File: config.mk
export PLATFORM = sky130hd
export DESIGN_NAME = ispc_programmer
export DESIGN_NICKNAME = d
export VERILOG_FILES = /design/src/hw/ispc_pkg.sv /design/src/hw/ispc_programmer.sv
export SDC_FILE = /design/constraint.sdc
export NUM_CORES = 1
export LEC_CHECK = 0
export BUFFER_PORTS_ARGS = -buffer_cell sky130_fd_sc_hd__buf_2
export CAP_MARGIN = 10
export CELL_PAD_IN_SITES_DETAIL_PLACEMENT = 1
export CELL_PAD_IN_SITES_GLOBAL_PLACEMENT = 1
export CORE_ASPECT_RATIO = 0.75
export CORE_MARGIN = 3
export CORE_UTILIZATION = 44
export CTS_CLUSTER_SIZE = 10
export DETAILED_ROUTE_END_ITERATION = 12
export PLACE_DENSITY_LB_ADDON = 0.1
export SLEW_MARGIN = 20
export SYNTH_ARGS = -nofsm -noshare
export SYNTH_HDL_FRONTEND = slang
export SYNTH_SLANG_ARGS = --single-unit
File: constraint.sdc
create_clock -name clk -period 3.8 [get_ports clk]
set_input_delay 0.19 -clock clk [delete_from_list [all_inputs] [get_ports clk]]
set_output_delay 0.19 -clock clk [all_outputs]
set_load 0.02 [all_outputs]
File: src/hw/ispc_pkg.sv
// Notes on behaviour
// - Programmer shifts instructions, addresses, data in on TDI by TCK.
// - Device returns data on TDO; programmer captures and compares it.
// - Full run: enter, identity check, erase, program, verify, exit.
// - Verify-only run: enter, identity check, verify, exit; no erase.
// - Enter stage switches pins cleanly; programmer waits its full 1 ms.
// - Exit stage returns pins cleanly; programmer waits its full 1 ms.
// - Identity code is read and checked before any program or verify.
// - Bulk erase: shift erase instruction, then one 100 ms erase pulse.
// - Per address: shift address and data, then wait programming pulse.
// - Per address: shift address, wait read pulse, shift data out.
// - Programmer may be adaptive or constant; this one uses constant.
package ispc_pkg;
  // ------------------------------------------------------------------
  // Timing
  // ------------------------------------------------------------------
  localparam int ISPC_CLK_MHZ = 200;
  // TCK half period in clk cycles: 10 MHz test clock
  localparam int ISPC_TCK_HALF = 10;
  localparam int ISPC_DIV_W = 5;
  localparam int ISPC_ENTER_US = 1000;
  localparam int ISPC_EXIT_US = 1000;
  localparam int ISPC_ERASE_US = 100000;
  localparam int ISPC_PROG_US = 100;
  localparam int ISPC_READ_US = 1;
  localparam int ISPC_ENTER_CYC = ISPC_ENTER_US * ISPC_CLK_MHZ;
  localparam int ISPC_EXIT_CYC = ISPC_EXIT_US * ISPC_CLK_MHZ;
  localparam int ISPC_ERASE_CYC = ISPC_ERASE_US * ISPC_CLK_MHZ;
  localparam int ISPC_PROG_CYC = ISPC_PROG_US * ISPC_CLK_MHZ;
  localparam int ISPC_READ_CYC = ISPC_READ_US * ISPC_CLK_MHZ;
  // ------------------------------------------------------------------
  // Scan widths and TAP walks
  // ------------------------------------------------------------------
  localparam int ISPC_IR_LEN = 10;
  localparam int ISPC_ID_W = 32;
  localparam int ISPC_SW = 32;
  localparam int ISPC_ADDR_W = 8;
  localparam int ISPC_DATA_W = 16;
  localparam int ISPC_NUM_ADDR = 16;
  // Header TMS patterns, first bit in bit 0; IR and DR entered from run-test idle, reset from any TAP state
  localparam logic [2:0] ISPC_RST_HLEN = 3'h6;
  localparam logic [7:0] ISPC_RST_HPAT = 8'h1F;
  localparam logic [2:0] ISPC_IR_HLEN = 3'h4;
  localparam logic [7:0] ISPC_IR_HPAT = 8'h03;
  localparam logic [2:0] ISPC_DR_HLEN = 3'h3;
  localparam logic [7:0] ISPC_DR_HPAT = 8'h01;
  // ------------------------------------------------------------------
  // Types
  // ------------------------------------------------------------------
  typedef logic [ISPC_IR_LEN-1:0] ispc_ir_t;
  typedef enum logic [1:0] {SK_RST, SK_IR, SK_DR} ispc_kind_t;
  typedef enum {
    M_IDLE, M_RST, M_ENT_IR, M_ENT_W, M_ID_IR, M_ID_DR, M_ER_IR, M_ER_W,
    M_PG_IR, M_PG_GET, M_PG_DR, M_PG_W, M_VF_IR, M_VF_GET, M_VF_AD,
    M_VF_W, M_VF_DR, M_EX_IR, M_EX_W
  } ispc_state_t;
  typedef struct packed {
    ispc_kind_t kind;
    logic [5:0] len;
    logic [ISPC_SW-1:0] data;
  } ispc_req_t;
  typedef struct packed {
    logic start;
    logic verify_only;
    logic abort;
  } ispc_cmd_t;
  typedef struct packed {
    logic [ISPC_ADDR_W-1:0] addr;
    logic [ISPC_DATA_W-1:0] data;
  } ispc_word_t;
  typedef struct packed {
    logic tck;
    logic tms;
    logic tdi;
  } ispc_jtag_t;
  typedef struct packed {
    logic busy;
    logic done;
    logic id_ok;
    logic fail;
    logic verify_err;
  } ispc_stat_t;
endpackage : ispc_pkg

File: src/hw/ispc_programmer.sv
`timescale 1ns/1ps
module ispc_programmer #(
  parameter int ENTER_CYC = ispc_pkg::ISPC_ENTER_CYC,
  parameter int EXIT_CYC = ispc_pkg::ISPC_EXIT_CYC,
  parameter int ERASE_CYC = ispc_pkg::ISPC_ERASE_CYC,
  parameter int PROG_CYC = ispc_pkg::ISPC_PROG_CYC,
  parameter int READ_CYC = ispc_pkg::ISPC_READ_CYC,
  parameter int NUM_ADDR = ispc_pkg::ISPC_NUM_ADDR,
  // Arbitrary value; set to the target part
  parameter logic [31:0] EXPECT_ID = 32'h1357_9BDF,
  // Arbitrary instruction codes
  parameter ispc_pkg::ispc_ir_t IR_ENTER = 10'h011,
  parameter ispc_pkg::ispc_ir_t IR_IDCODE = 10'h012,
  parameter ispc_pkg::ispc_ir_t IR_ERASE = 10'h013,
  parameter ispc_pkg::ispc_ir_t IR_PROG = 10'h014,
  parameter ispc_pkg::ispc_ir_t IR_VERIFY = 10'h015,
  parameter ispc_pkg::ispc_ir_t IR_EXIT = 10'h016
) (
  input wire logic clk,
  input wire logic nrst,
  input ispc_pkg::ispc_cmd_t cmd,
  input wire logic word_valid,
  input ispc_pkg::ispc_word_t word,
  output logic word_ready,
  output ispc_pkg::ispc_jtag_t jtag,
  input wire logic tdo,
  output ispc_pkg::ispc_stat_t stat
);
  import ispc_pkg::*;

  localparam int SCAN_LIMIT = 1000;

  // ------------------------------------------------------------------
  // TDO synchroniser and TCK divider
  // ------------------------------------------------------------------
  logic tdo_m_reg;
  logic tdo_s_reg;
  logic [ISPC_DIV_W-1:0] div_reg;
  logic tck_reg;
  logic wrap;
  logic fall_ev;
  logic rise_ev;

  always_ff @(posedge clk) begin
    if (!nrst) begin
      tdo_m_reg <= 1'b0;
      tdo_s_reg <= 1'b0;
    end else begin
      tdo_m_reg <= tdo;
      tdo_s_reg <= tdo_m_reg;
    end
  end

  assign wrap = (div_reg == ISPC_DIV_W'(ISPC_TCK_HALF - 1));
  assign fall_ev = wrap && tck_reg;
  assign rise_ev = wrap && !tck_reg;

  // Free-running TCK; TMS high from reset holds the TAP in test-logic reset, low after each scan parks it in run-test idle
  always_ff @(posedge clk) begin
    if (!nrst) begin
      div_reg <= '0;
      tck_reg <= 1'b0;
    end else if (wrap) begin
      div_reg <= '0;
      tck_reg <= !tck_reg;
    end else begin
      div_reg <= div_reg + ISPC_DIV_W'(1);
    end
  end

  // ------------------------------------------------------------------
  // Two-entry word buffer
  // ------------------------------------------------------------------
  ispc_state_t st_reg;
  ispc_word_t buf_mem [2];
  logic wp_reg;
  logic rp_reg;
  logic [1:0] cnt_reg;
  logic rdy_reg;
  logic [1:0] cnt_next;
  logic buf_valid;
  logic push;
  logic pop;

  assign buf_valid = (cnt_reg != 2'h0);
  assign push = word_valid && rdy_reg;
  assign pop = buf_valid && (st_reg == M_PG_GET || st_reg == M_VF_GET);
  assign cnt_next = cnt_reg + {1'b0, push} - {1'b0, pop};

  always_ff @(posedge clk) begin
    if (!nrst) begin
      wp_reg <= 1'b0;
      rp_reg <= 1'b0;
      cnt_reg <= 2'h0;
      rdy_reg <= 1'b0;
    end else begin
      if (push) begin
        buf_mem[wp_reg] <= word;
        wp_reg <= !wp_reg;
      end
      if (pop) begin
        rp_reg <= !rp_reg;
      end
      cnt_reg <= cnt_next;
      rdy_reg <= (cnt_next != 2'h2);
    end
  end

  // ------------------------------------------------------------------
  // Scan engine: TMS/TDI change on TCK fall, TDO taken on TCK rise
  // ------------------------------------------------------------------
  logic req_reg;
  ispc_req_t rq_reg;
  logic sc_run_reg;
  logic sc_pres_reg;
  logic sc_done_reg;
  ispc_kind_t sc_kind_reg;
  logic [5:0] sc_len_reg;
  logic [5:0] sc_step_reg;
  logic [ISPC_SW-1:0] sc_sreg_reg;
  logic tms_reg;
  logic tdi_reg;
  logic [2:0] hlen;
  logic [7:0] hpat;
  logic [5:0] sh;
  logic in_hdr;
  logic in_sh;
  logic tms_v;
  logic last;
  logic [ISPC_SW-1:0] sc_res;

  always_comb begin
    case (sc_kind_reg)
      SK_RST: begin
        hlen = ISPC_RST_HLEN;
        hpat = ISPC_RST_HPAT;
      end
      SK_IR: begin
        hlen = ISPC_IR_HLEN;
        hpat = ISPC_IR_HPAT;
      end
      default: begin
        hlen = ISPC_DR_HLEN;
        hpat = ISPC_DR_HPAT;
      end
    endcase
    sh = sc_step_reg - {3'h0, hlen};
    in_hdr = (sc_step_reg < {3'h0, hlen});
    in_sh = !in_hdr && (sh < sc_len_reg);
    if (in_hdr) begin
      tms_v = hpat[sc_step_reg[2:0]];
    end else if (in_sh) begin
      tms_v = (sh == sc_len_reg - 6'h01);
    end else begin
      tms_v = (sh == sc_len_reg);
    end
    if (sc_len_reg == 6'h00) begin
      last = (sc_step_reg == {3'h0, hlen} - 6'h01);
    end else begin
      last = (sh == sc_len_reg + 6'h01);
    end
  end

  // Captured bits pile up at the top; shift them down to the LSB
  assign sc_res = sc_sreg_reg >> (7'(ISPC_SW) - {1'b0, sc_len_reg});

  always_ff @(posedge clk) begin
    sc_done_reg <= 1'b0;
    if (!nrst) begin
      sc_run_reg <= 1'b0;
      sc_pres_reg <= 1'b0;
      sc_kind_reg <= SK_RST;
      sc_len_reg <= 6'h00;
      sc_step_reg <= 6'h00;
      sc_sreg_reg <= '0;
      tms_reg <= 1'b1;
      tdi_reg <= 1'b0;
    end else if (req_reg) begin
      sc_run_reg <= 1'b1;
      sc_pres_reg <= 1'b0;
      sc_kind_reg <= rq_reg.kind;
      sc_len_reg <= rq_reg.len;
      sc_step_reg <= 6'h00;
      sc_sreg_reg <= rq_reg.data;
    end else if (sc_run_reg && fall_ev) begin
      tms_reg <= tms_v;
      tdi_reg <= in_sh && sc_sreg_reg[0];
      sc_pres_reg <= 1'b1;
    end else if (sc_run_reg && rise_ev && sc_pres_reg) begin
      if (in_sh) begin
        sc_sreg_reg <= {tdo_s_reg, sc_sreg_reg[ISPC_SW-1:1]};
      end
      sc_pres_reg <= 1'b0;
      if (last) begin
        sc_run_reg <= 1'b0;
        sc_done_reg <= 1'b1;
      end else begin
        sc_step_reg <= sc_step_reg + 6'h01;
      end
    end
  end

  // ------------------------------------------------------------------
  // Stage sequencer, constant timing throughout
  // ------------------------------------------------------------------
  logic [31:0] tmr_reg;
  logic [15:0] idx_reg;
  logic [ISPC_DATA_W-1:0] exp_reg;
  logic vonly_reg;
  logic abort_reg;
  logic busy_reg;
  logic done_reg;
  logic id_ok_reg;
  logic fail_reg;
  logic verr_reg;
  logic tmr_zero;
  logic last_idx;
  ispc_word_t head;

  assign tmr_zero = (tmr_reg == 32'h0);
  assign last_idx = (idx_reg == 16'(NUM_ADDR - 1));
  assign head = buf_mem[rp_reg];

  function automatic ispc_req_t ir_req(input ispc_ir_t c);
    ir_req = '{SK_IR, 6'(ISPC_IR_LEN), ISPC_SW'(c)};
  endfunction : ir_req

  function automatic ispc_req_t dr_req(input int n, input logic [31:0] d);
    dr_req = '{SK_DR, 6'(n), d};
  endfunction : dr_req

  always_ff @(posedge clk) begin
    req_reg <= 1'b0;
    if (!nrst) begin
      st_reg <= M_IDLE;
      rq_reg <= '{SK_RST, 6'h00, 32'h0};
      tmr_reg <= 32'h0;
      idx_reg <= 16'h0;
      exp_reg <= '0;
      vonly_reg <= 1'b0;
      abort_reg <= 1'b0;
      busy_reg <= 1'b0;
      done_reg <= 1'b0;
      id_ok_reg <= 1'b0;
      fail_reg <= 1'b0;
      verr_reg <= 1'b0;
    end else if (cmd.abort && busy_reg && !abort_reg) begin
      // TAP reset drops the device out of programming mode
      abort_reg <= 1'b1;
      fail_reg <= 1'b1;
      st_reg <= M_RST;
      req_reg <= 1'b1;
      rq_reg <= '{SK_RST, 6'h00, 32'h0};
    end else begin
      if (!tmr_zero) begin
        tmr_reg <= tmr_reg - 32'h1;
      end
      case (st_reg)
        M_IDLE: if (cmd.start) begin
          vonly_reg <= cmd.verify_only;
          abort_reg <= 1'b0;
          done_reg <= 1'b0;
          id_ok_reg <= 1'b0;
          fail_reg <= 1'b0;
          verr_reg <= 1'b0;
          busy_reg <= 1'b1;
          st_reg <= M_RST;
          req_reg <= 1'b1;
          rq_reg <= '{SK_RST, 6'h00, 32'h0};
        end
        M_RST: if (sc_done_reg) begin
          if (abort_reg) begin
            busy_reg <= 1'b0;
            done_reg <= 1'b1;
            st_reg <= M_IDLE;
          end else begin
            st_reg <= M_ENT_IR;
            req_reg <= 1'b1;
            rq_reg <= ir_req(IR_ENTER);
          end
        end
        M_ENT_IR: if (sc_done_reg) begin
          tmr_reg <= 32'(ENTER_CYC - 1);
          st_reg <= M_ENT_W;
        end
        M_ENT_W: if (tmr_zero) begin
          st_reg <= M_ID_IR;
          req_reg <= 1'b1;
          rq_reg <= ir_req(IR_IDCODE);
        end
        M_ID_IR: if (sc_done_reg) begin
          st_reg <= M_ID_DR;
          req_reg <= 1'b1;
          rq_reg <= dr_req(ISPC_ID_W, 32'h0);
        end
        M_ID_DR: if (sc_done_reg) begin
          id_ok_reg <= (sc_res == EXPECT_ID);
          req_reg <= 1'b1;
          if (sc_res != EXPECT_ID) begin
            fail_reg <= 1'b1;
            st_reg <= M_EX_IR;
            rq_reg <= ir_req(IR_EXIT);
          end else if (vonly_reg) begin
            st_reg <= M_VF_IR;
            rq_reg <= ir_req(IR_VERIFY);
          end else begin
            st_reg <= M_ER_IR;
            rq_reg <= ir_req(IR_ERASE);
          end
        end
        M_ER_IR: if (sc_done_reg) begin
          tmr_reg <= 32'(ERASE_CYC - 1);
          st_reg <= M_ER_W;
        end
        M_ER_W: if (tmr_zero) begin
          st_reg <= M_PG_IR;
          req_reg <= 1'b1;
          rq_reg <= ir_req(IR_PROG);
        end
        M_PG_IR: if (sc_done_reg) begin
          idx_reg <= 16'h0;
          st_reg <= M_PG_GET;
        end
        // Stalls here until the user supplies the next word
        M_PG_GET: if (pop) begin
          st_reg <= M_PG_DR;
          req_reg <= 1'b1;
          rq_reg <= dr_req(ISPC_ADDR_W + ISPC_DATA_W,
                           32'({head.data, head.addr}));
        end
        M_PG_DR: if (sc_done_reg) begin
          tmr_reg <= 32'(PROG_CYC - 1);
          st_reg <= M_PG_W;
        end
        M_PG_W: if (tmr_zero) begin
          if (last_idx) begin
            st_reg <= M_VF_IR;
            req_reg <= 1'b1;
            rq_reg <= ir_req(IR_VERIFY);
          end else begin
            idx_reg <= idx_reg + 16'h1;
            st_reg <= M_PG_GET;
          end
        end
        M_VF_IR: if (sc_done_reg) begin
          idx_reg <= 16'h0;
          st_reg <= M_VF_GET;
        end
        M_VF_GET: if (pop) begin
          exp_reg <= head.data;
          st_reg <= M_VF_AD;
          req_reg <= 1'b1;
          rq_reg <= dr_req(ISPC_ADDR_W, 32'(head.addr));
        end
        M_VF_AD: if (sc_done_reg) begin
          tmr_reg <= 32'(READ_CYC - 1);
          st_reg <= M_VF_W;
        end
        M_VF_W: if (tmr_zero) begin
          st_reg <= M_VF_DR;
          req_reg <= 1'b1;
          rq_reg <= dr_req(ISPC_DATA_W, 32'h0);
        end
        M_VF_DR: if (sc_done_reg) begin
          if (sc_res[ISPC_DATA_W-1:0] != exp_reg) begin
            verr_reg <= 1'b1;
            fail_reg <= 1'b1;
          end
          if (last_idx) begin
            st_reg <= M_EX_IR;
            req_reg <= 1'b1;
            rq_reg <= ir_req(IR_EXIT);
          end else begin
            idx_reg <= idx_reg + 16'h1;
            st_reg <= M_VF_GET;
          end
        end
        M_EX_IR: if (sc_done_reg) begin
          tmr_reg <= 32'(EXIT_CYC - 1);
          st_reg <= M_EX_W;
        end
        M_EX_W: if (tmr_zero) begin
          busy_reg <= 1'b0;
          done_reg <= 1'b1;
          st_reg <= M_IDLE;
        end
        default: st_reg <= M_IDLE;
      endcase
    end
  end

  assign word_ready = rdy_reg;
  assign jtag = '{tck_reg, tms_reg, tdi_reg};
  assign stat = '{busy_reg, done_reg, id_ok_reg, fail_reg, verr_reg};

  // ------------------------------------------------------------------
  // Stage duration, order and result checks
  // ------------------------------------------------------------------
  ispc_state_t st_d_reg;
  logic [31:0] wcnt_reg;

  always_ff @(posedge clk) begin
    if (!nrst) begin
      st_d_reg <= M_IDLE;
      wcnt_reg <= 32'h0;
    end else begin
      st_d_reg <= st_reg;
      wcnt_reg <= (st_reg != st_d_reg) ? 32'h0 : wcnt_reg + 32'h1;
    end
  end
endmodule : ispc_programmer

==> run metrics <==
switching share of power=38.8%; max cap viols=0; GPL Wtd Cong=0.976; Clk pwr share=27.7%; Post-synth ARST share=0%; vias in the first global route=10,200; first drt pass iteration count=5; synth unique cells=84; combinational share of power=36.4%; Initial Util=45.8%; Worst-Skew Late Latency=0.55 ns; Vias=10,000; syn nets=1,359; CTS tree=yes; vias per cell=5.84; number of DRC markers in iteration 0=667; WHS=0.0781 ns; Synth Register Bits=216; first-pass GRT wire length=58,000 microns; Post-Syn Area=11,700 sq um; antenna-violating nets left=0; # port buffers=39; post-route cell area=13,300 sq um; Reg power frac=35.8%; WL per Instance=20.9 microns; DP HPWL=25,400 microns; Syn-to-layout area delta=13.7%; layout cells sized above 1=14.6%; Post-CTS Setup Bufs=0; Period minus WS final=3.57 ns; Num CTS Buffers=26; final worst setup slack=0.232 ns; Hold Path Class=primary input to flop; largest fanout on the critical path=19; Die Span X=194 microns; I/O Pins=40; final core utilization=52.0%; Non-Filler Instances=1,716; Peak VDD IR=0.396 mV; reg-to-reg slack, setup=0.23 ns; Syn Inst Count=1,309; antenna cell count=0; Worst Path Required=4.24 ns; Syn Area/Cell=8.92 sq um; largest net degree at the start of global routing=36; period utilisation layout=93.9%; pre-CTS WS=0.241 ns; max-slew violations=0; core footprint=25,500 sq um; Clock transition at path regs=0.06 ns; Worst Skew=0.0118 ns; Worst Tran Pin Value=1.04 ns; Largest register FFs=48; clock tree buffer depth=3; Pwr Density=611 nW/um^2; Top FF cell, synth=dfxtp_1; root buffer cell=clkbuf_16; Worst setup EP type=flop; f_max=280 MHz; relative slew slack=30.5%; final setup fails=0; placed insts=1,650; arrival time of the worst setup path=4.01 ns; sequential share of the synthesized area=41.1%; Cell Rows=50; die area=28,600 sq um; GRT Total Usage=24.9%; Nets=1,417; final wirelength=35,900 microns; Switch Pwr=3.15 mW; Int Power=4.97 mW; Area after DPL=12,300 sq um; H-tree lvl count=1; # clock sinks=216; Remaining DRCs=0; Die Ht=147 microns; grt total ovfl=0; crit path kind=flop to flop; leakage power=4.91 nW; initial antenna violation count=0; outcome=complete, no violations; crit start category=flop; final hold vios=0; number of flops mapped to enable cells by yosys=48; Synth warnings=0
-- path summary, 6_finish.rpt --
path,end,depth (start not counted),start
hold / removal,wp_reg,4,word_valid
setup / recovery,sc_sreg_reg[22],15,sc_step_reg[0]
hold reg to reg,tdo_s_reg,1,tdo_m_reg
setup reg to reg,sc_sreg_reg[22],15,sc_step_reg[0]
-- worst max-delay path, stage by stage (launching register included) --
cell and delay, ns:
dfxtp_1 0.46, inv_1 0.11, ha_1 0.24, fa_1 0.40, nor2b_1 0.21, nor3_1 0.08
xor2_1 0.27, ha_1 0.30, o21ai_0 0.09, nand2b_1 0.11, a211oi_2 0.36, nand2_2 0.09
buf_4 0.26, mux2i_1 0.20, o21ai_0 0.10, and2_1 0.16
-- power by group through the flow --
stage / combinational (mW) / sequential, mW / clock, mW
2_1_floorplan: 2.32 / 2.80 / 0
3_3_place_gp: 2.85 / 2.94 / 0
3_5_place_dp: 2.91 / 2.95 / 0
4_1_cts: 2.94 / 2.90 / 2.30
5_1_grt: 3.29 / 2.95 / 2.41
6_report: 2.96 / 2.91 / 2.25
-- metal layers --
layer	up-vias	routed length [microns]	track usage [%]
met5	-	0	0
met4	0	527	4.23
met3	37	2030	4.38
met2	260	15100	37.3
met1	4906	18200	38.1
li1	4817	-	-
-- cells by family (layout without fill, tap and decap cells) --
logic type,count (synthesis),count (layout),share of synthesized area [%]
compound gates,277,277,15.9
xor+xnor,61,61,4.58
fa+ha+maj,19,19,2.10
buf+inv,112,181,4.52
flops,216,216,41.1
mux,105,105,9.43
simple gates,519,519,22.3
-- cells in the final DEF, fill, tap and decap left out, types with 13 or more instances in the layout --
| cell | Yosys | routed |
|---|---|---|
| nor2_1 | 175 | 172 |
| mux2i_1 | 74 | 74 |
| edfxtp_1 | 48 | 48 |
| ha_1 | 18 | 18 |
| nor2b_1 | 20 | 20 |
| dfxtp_1 | 168 | 166 |
| nand2_1 | 103 | 102 |
| a211oi_1 | 18 | 17 |
| nor4_1 | 16 | 16 |
| nand3_1 | 33 | 33 |
| nor3_1 | 37 | 37 |
| a22oi_1 | 21 | 21 |
| nand2b_1 | 14 | 14 |
| buf_4 | 14 | 52 |
| a31oi_1 | 14 | 14 |
| dlygate4sd3_1 | 0 | 27 |
| nand4_1 | 17 | 17 |
| nor2_2 | 10 | 13 |
| clkbuf_16 | 0 | 26 |
| xnor2_1 | 44 | 44 |
| xor2_1 | 17 | 17 |
| a21oi_1 | 66 | 66 |
| buf_2 | 8 | 39 |
| o21ai_0 | 68 | 68 |
| mux2_2 | 29 | 29 |
| inv_1 | 22 | 21 |
| and2_1 | 29 | 29 |
-- metrics by stage --
stage | setup TNS (ns) | power [mW]
floorplan | 0 | 5.12
global placement | 0 | 5.78
detailed placement | 0 | 5.85
CTS | 0 | 8.15
global route | -0.00633 | 8.66
finish | 0 | 8.12
-- synthesized netlist by cell type, drive strengths merged, types with 5 or more instances --
cell / n / area share, %
buf: 40 / 2.2
ha: 18 / 1.9
nand4: 18 / 1.1
o21ai: 71 / 3.0
inv: 23 / 0.74
nor2b: 20 / 1.1
mux2i: 74 / 6.3
clkbuf: 48 / 1.5
nor3: 43 / 2.4
and3: 11 / 0.59
a32oi: 5 / 0.37
nand3: 34 / 1.5
nand2b: 14 / 0.75
o22ai: 11 / 0.59
xnor2: 44 / 3.3
a211oi: 18 / 1.2
a31oi: 14 / 0.75
or3: 11 / 0.59
o2bb2ai: 10 / 0.75
dfxtp: 168 / 29
xor2: 17 / 1.3
or2: 5 / 0.27
or4: 10 / 0.74
edfxtp: 48 / 12
a22oi: 31 / 2.4
and2: 29 / 1.6
nor4: 17 / 0.96
nand2: 104 / 3.4
a221oi: 5 / 0.43
nor3b: 5 / 0.32
nor2: 185 / 6.2
o32ai: 5 / 0.37
mux2: 30 / 2.9
a21oi: 67 / 3.0
-- area by class of cell --
type	instances	area (sq um)
Clock inverter	2	38.8
Sequential cell	216	4810
Clock buffer	37	702
Timing Repair Buffer	118	856
Inverter	24	90.1
Multi-Input combinational cell	981	6370
Fill cell	2952	12200
Tap cell	338	423
-- repair_timing --
action | in CTS | in global routing
hold buffers | 27 | 0
gates resized for setup | 0 | 2
endpoints found under the hold margin | 51 | 0
endpoints found under the setup margin | 0 | 27
Power figures use the tool's default switching activity.
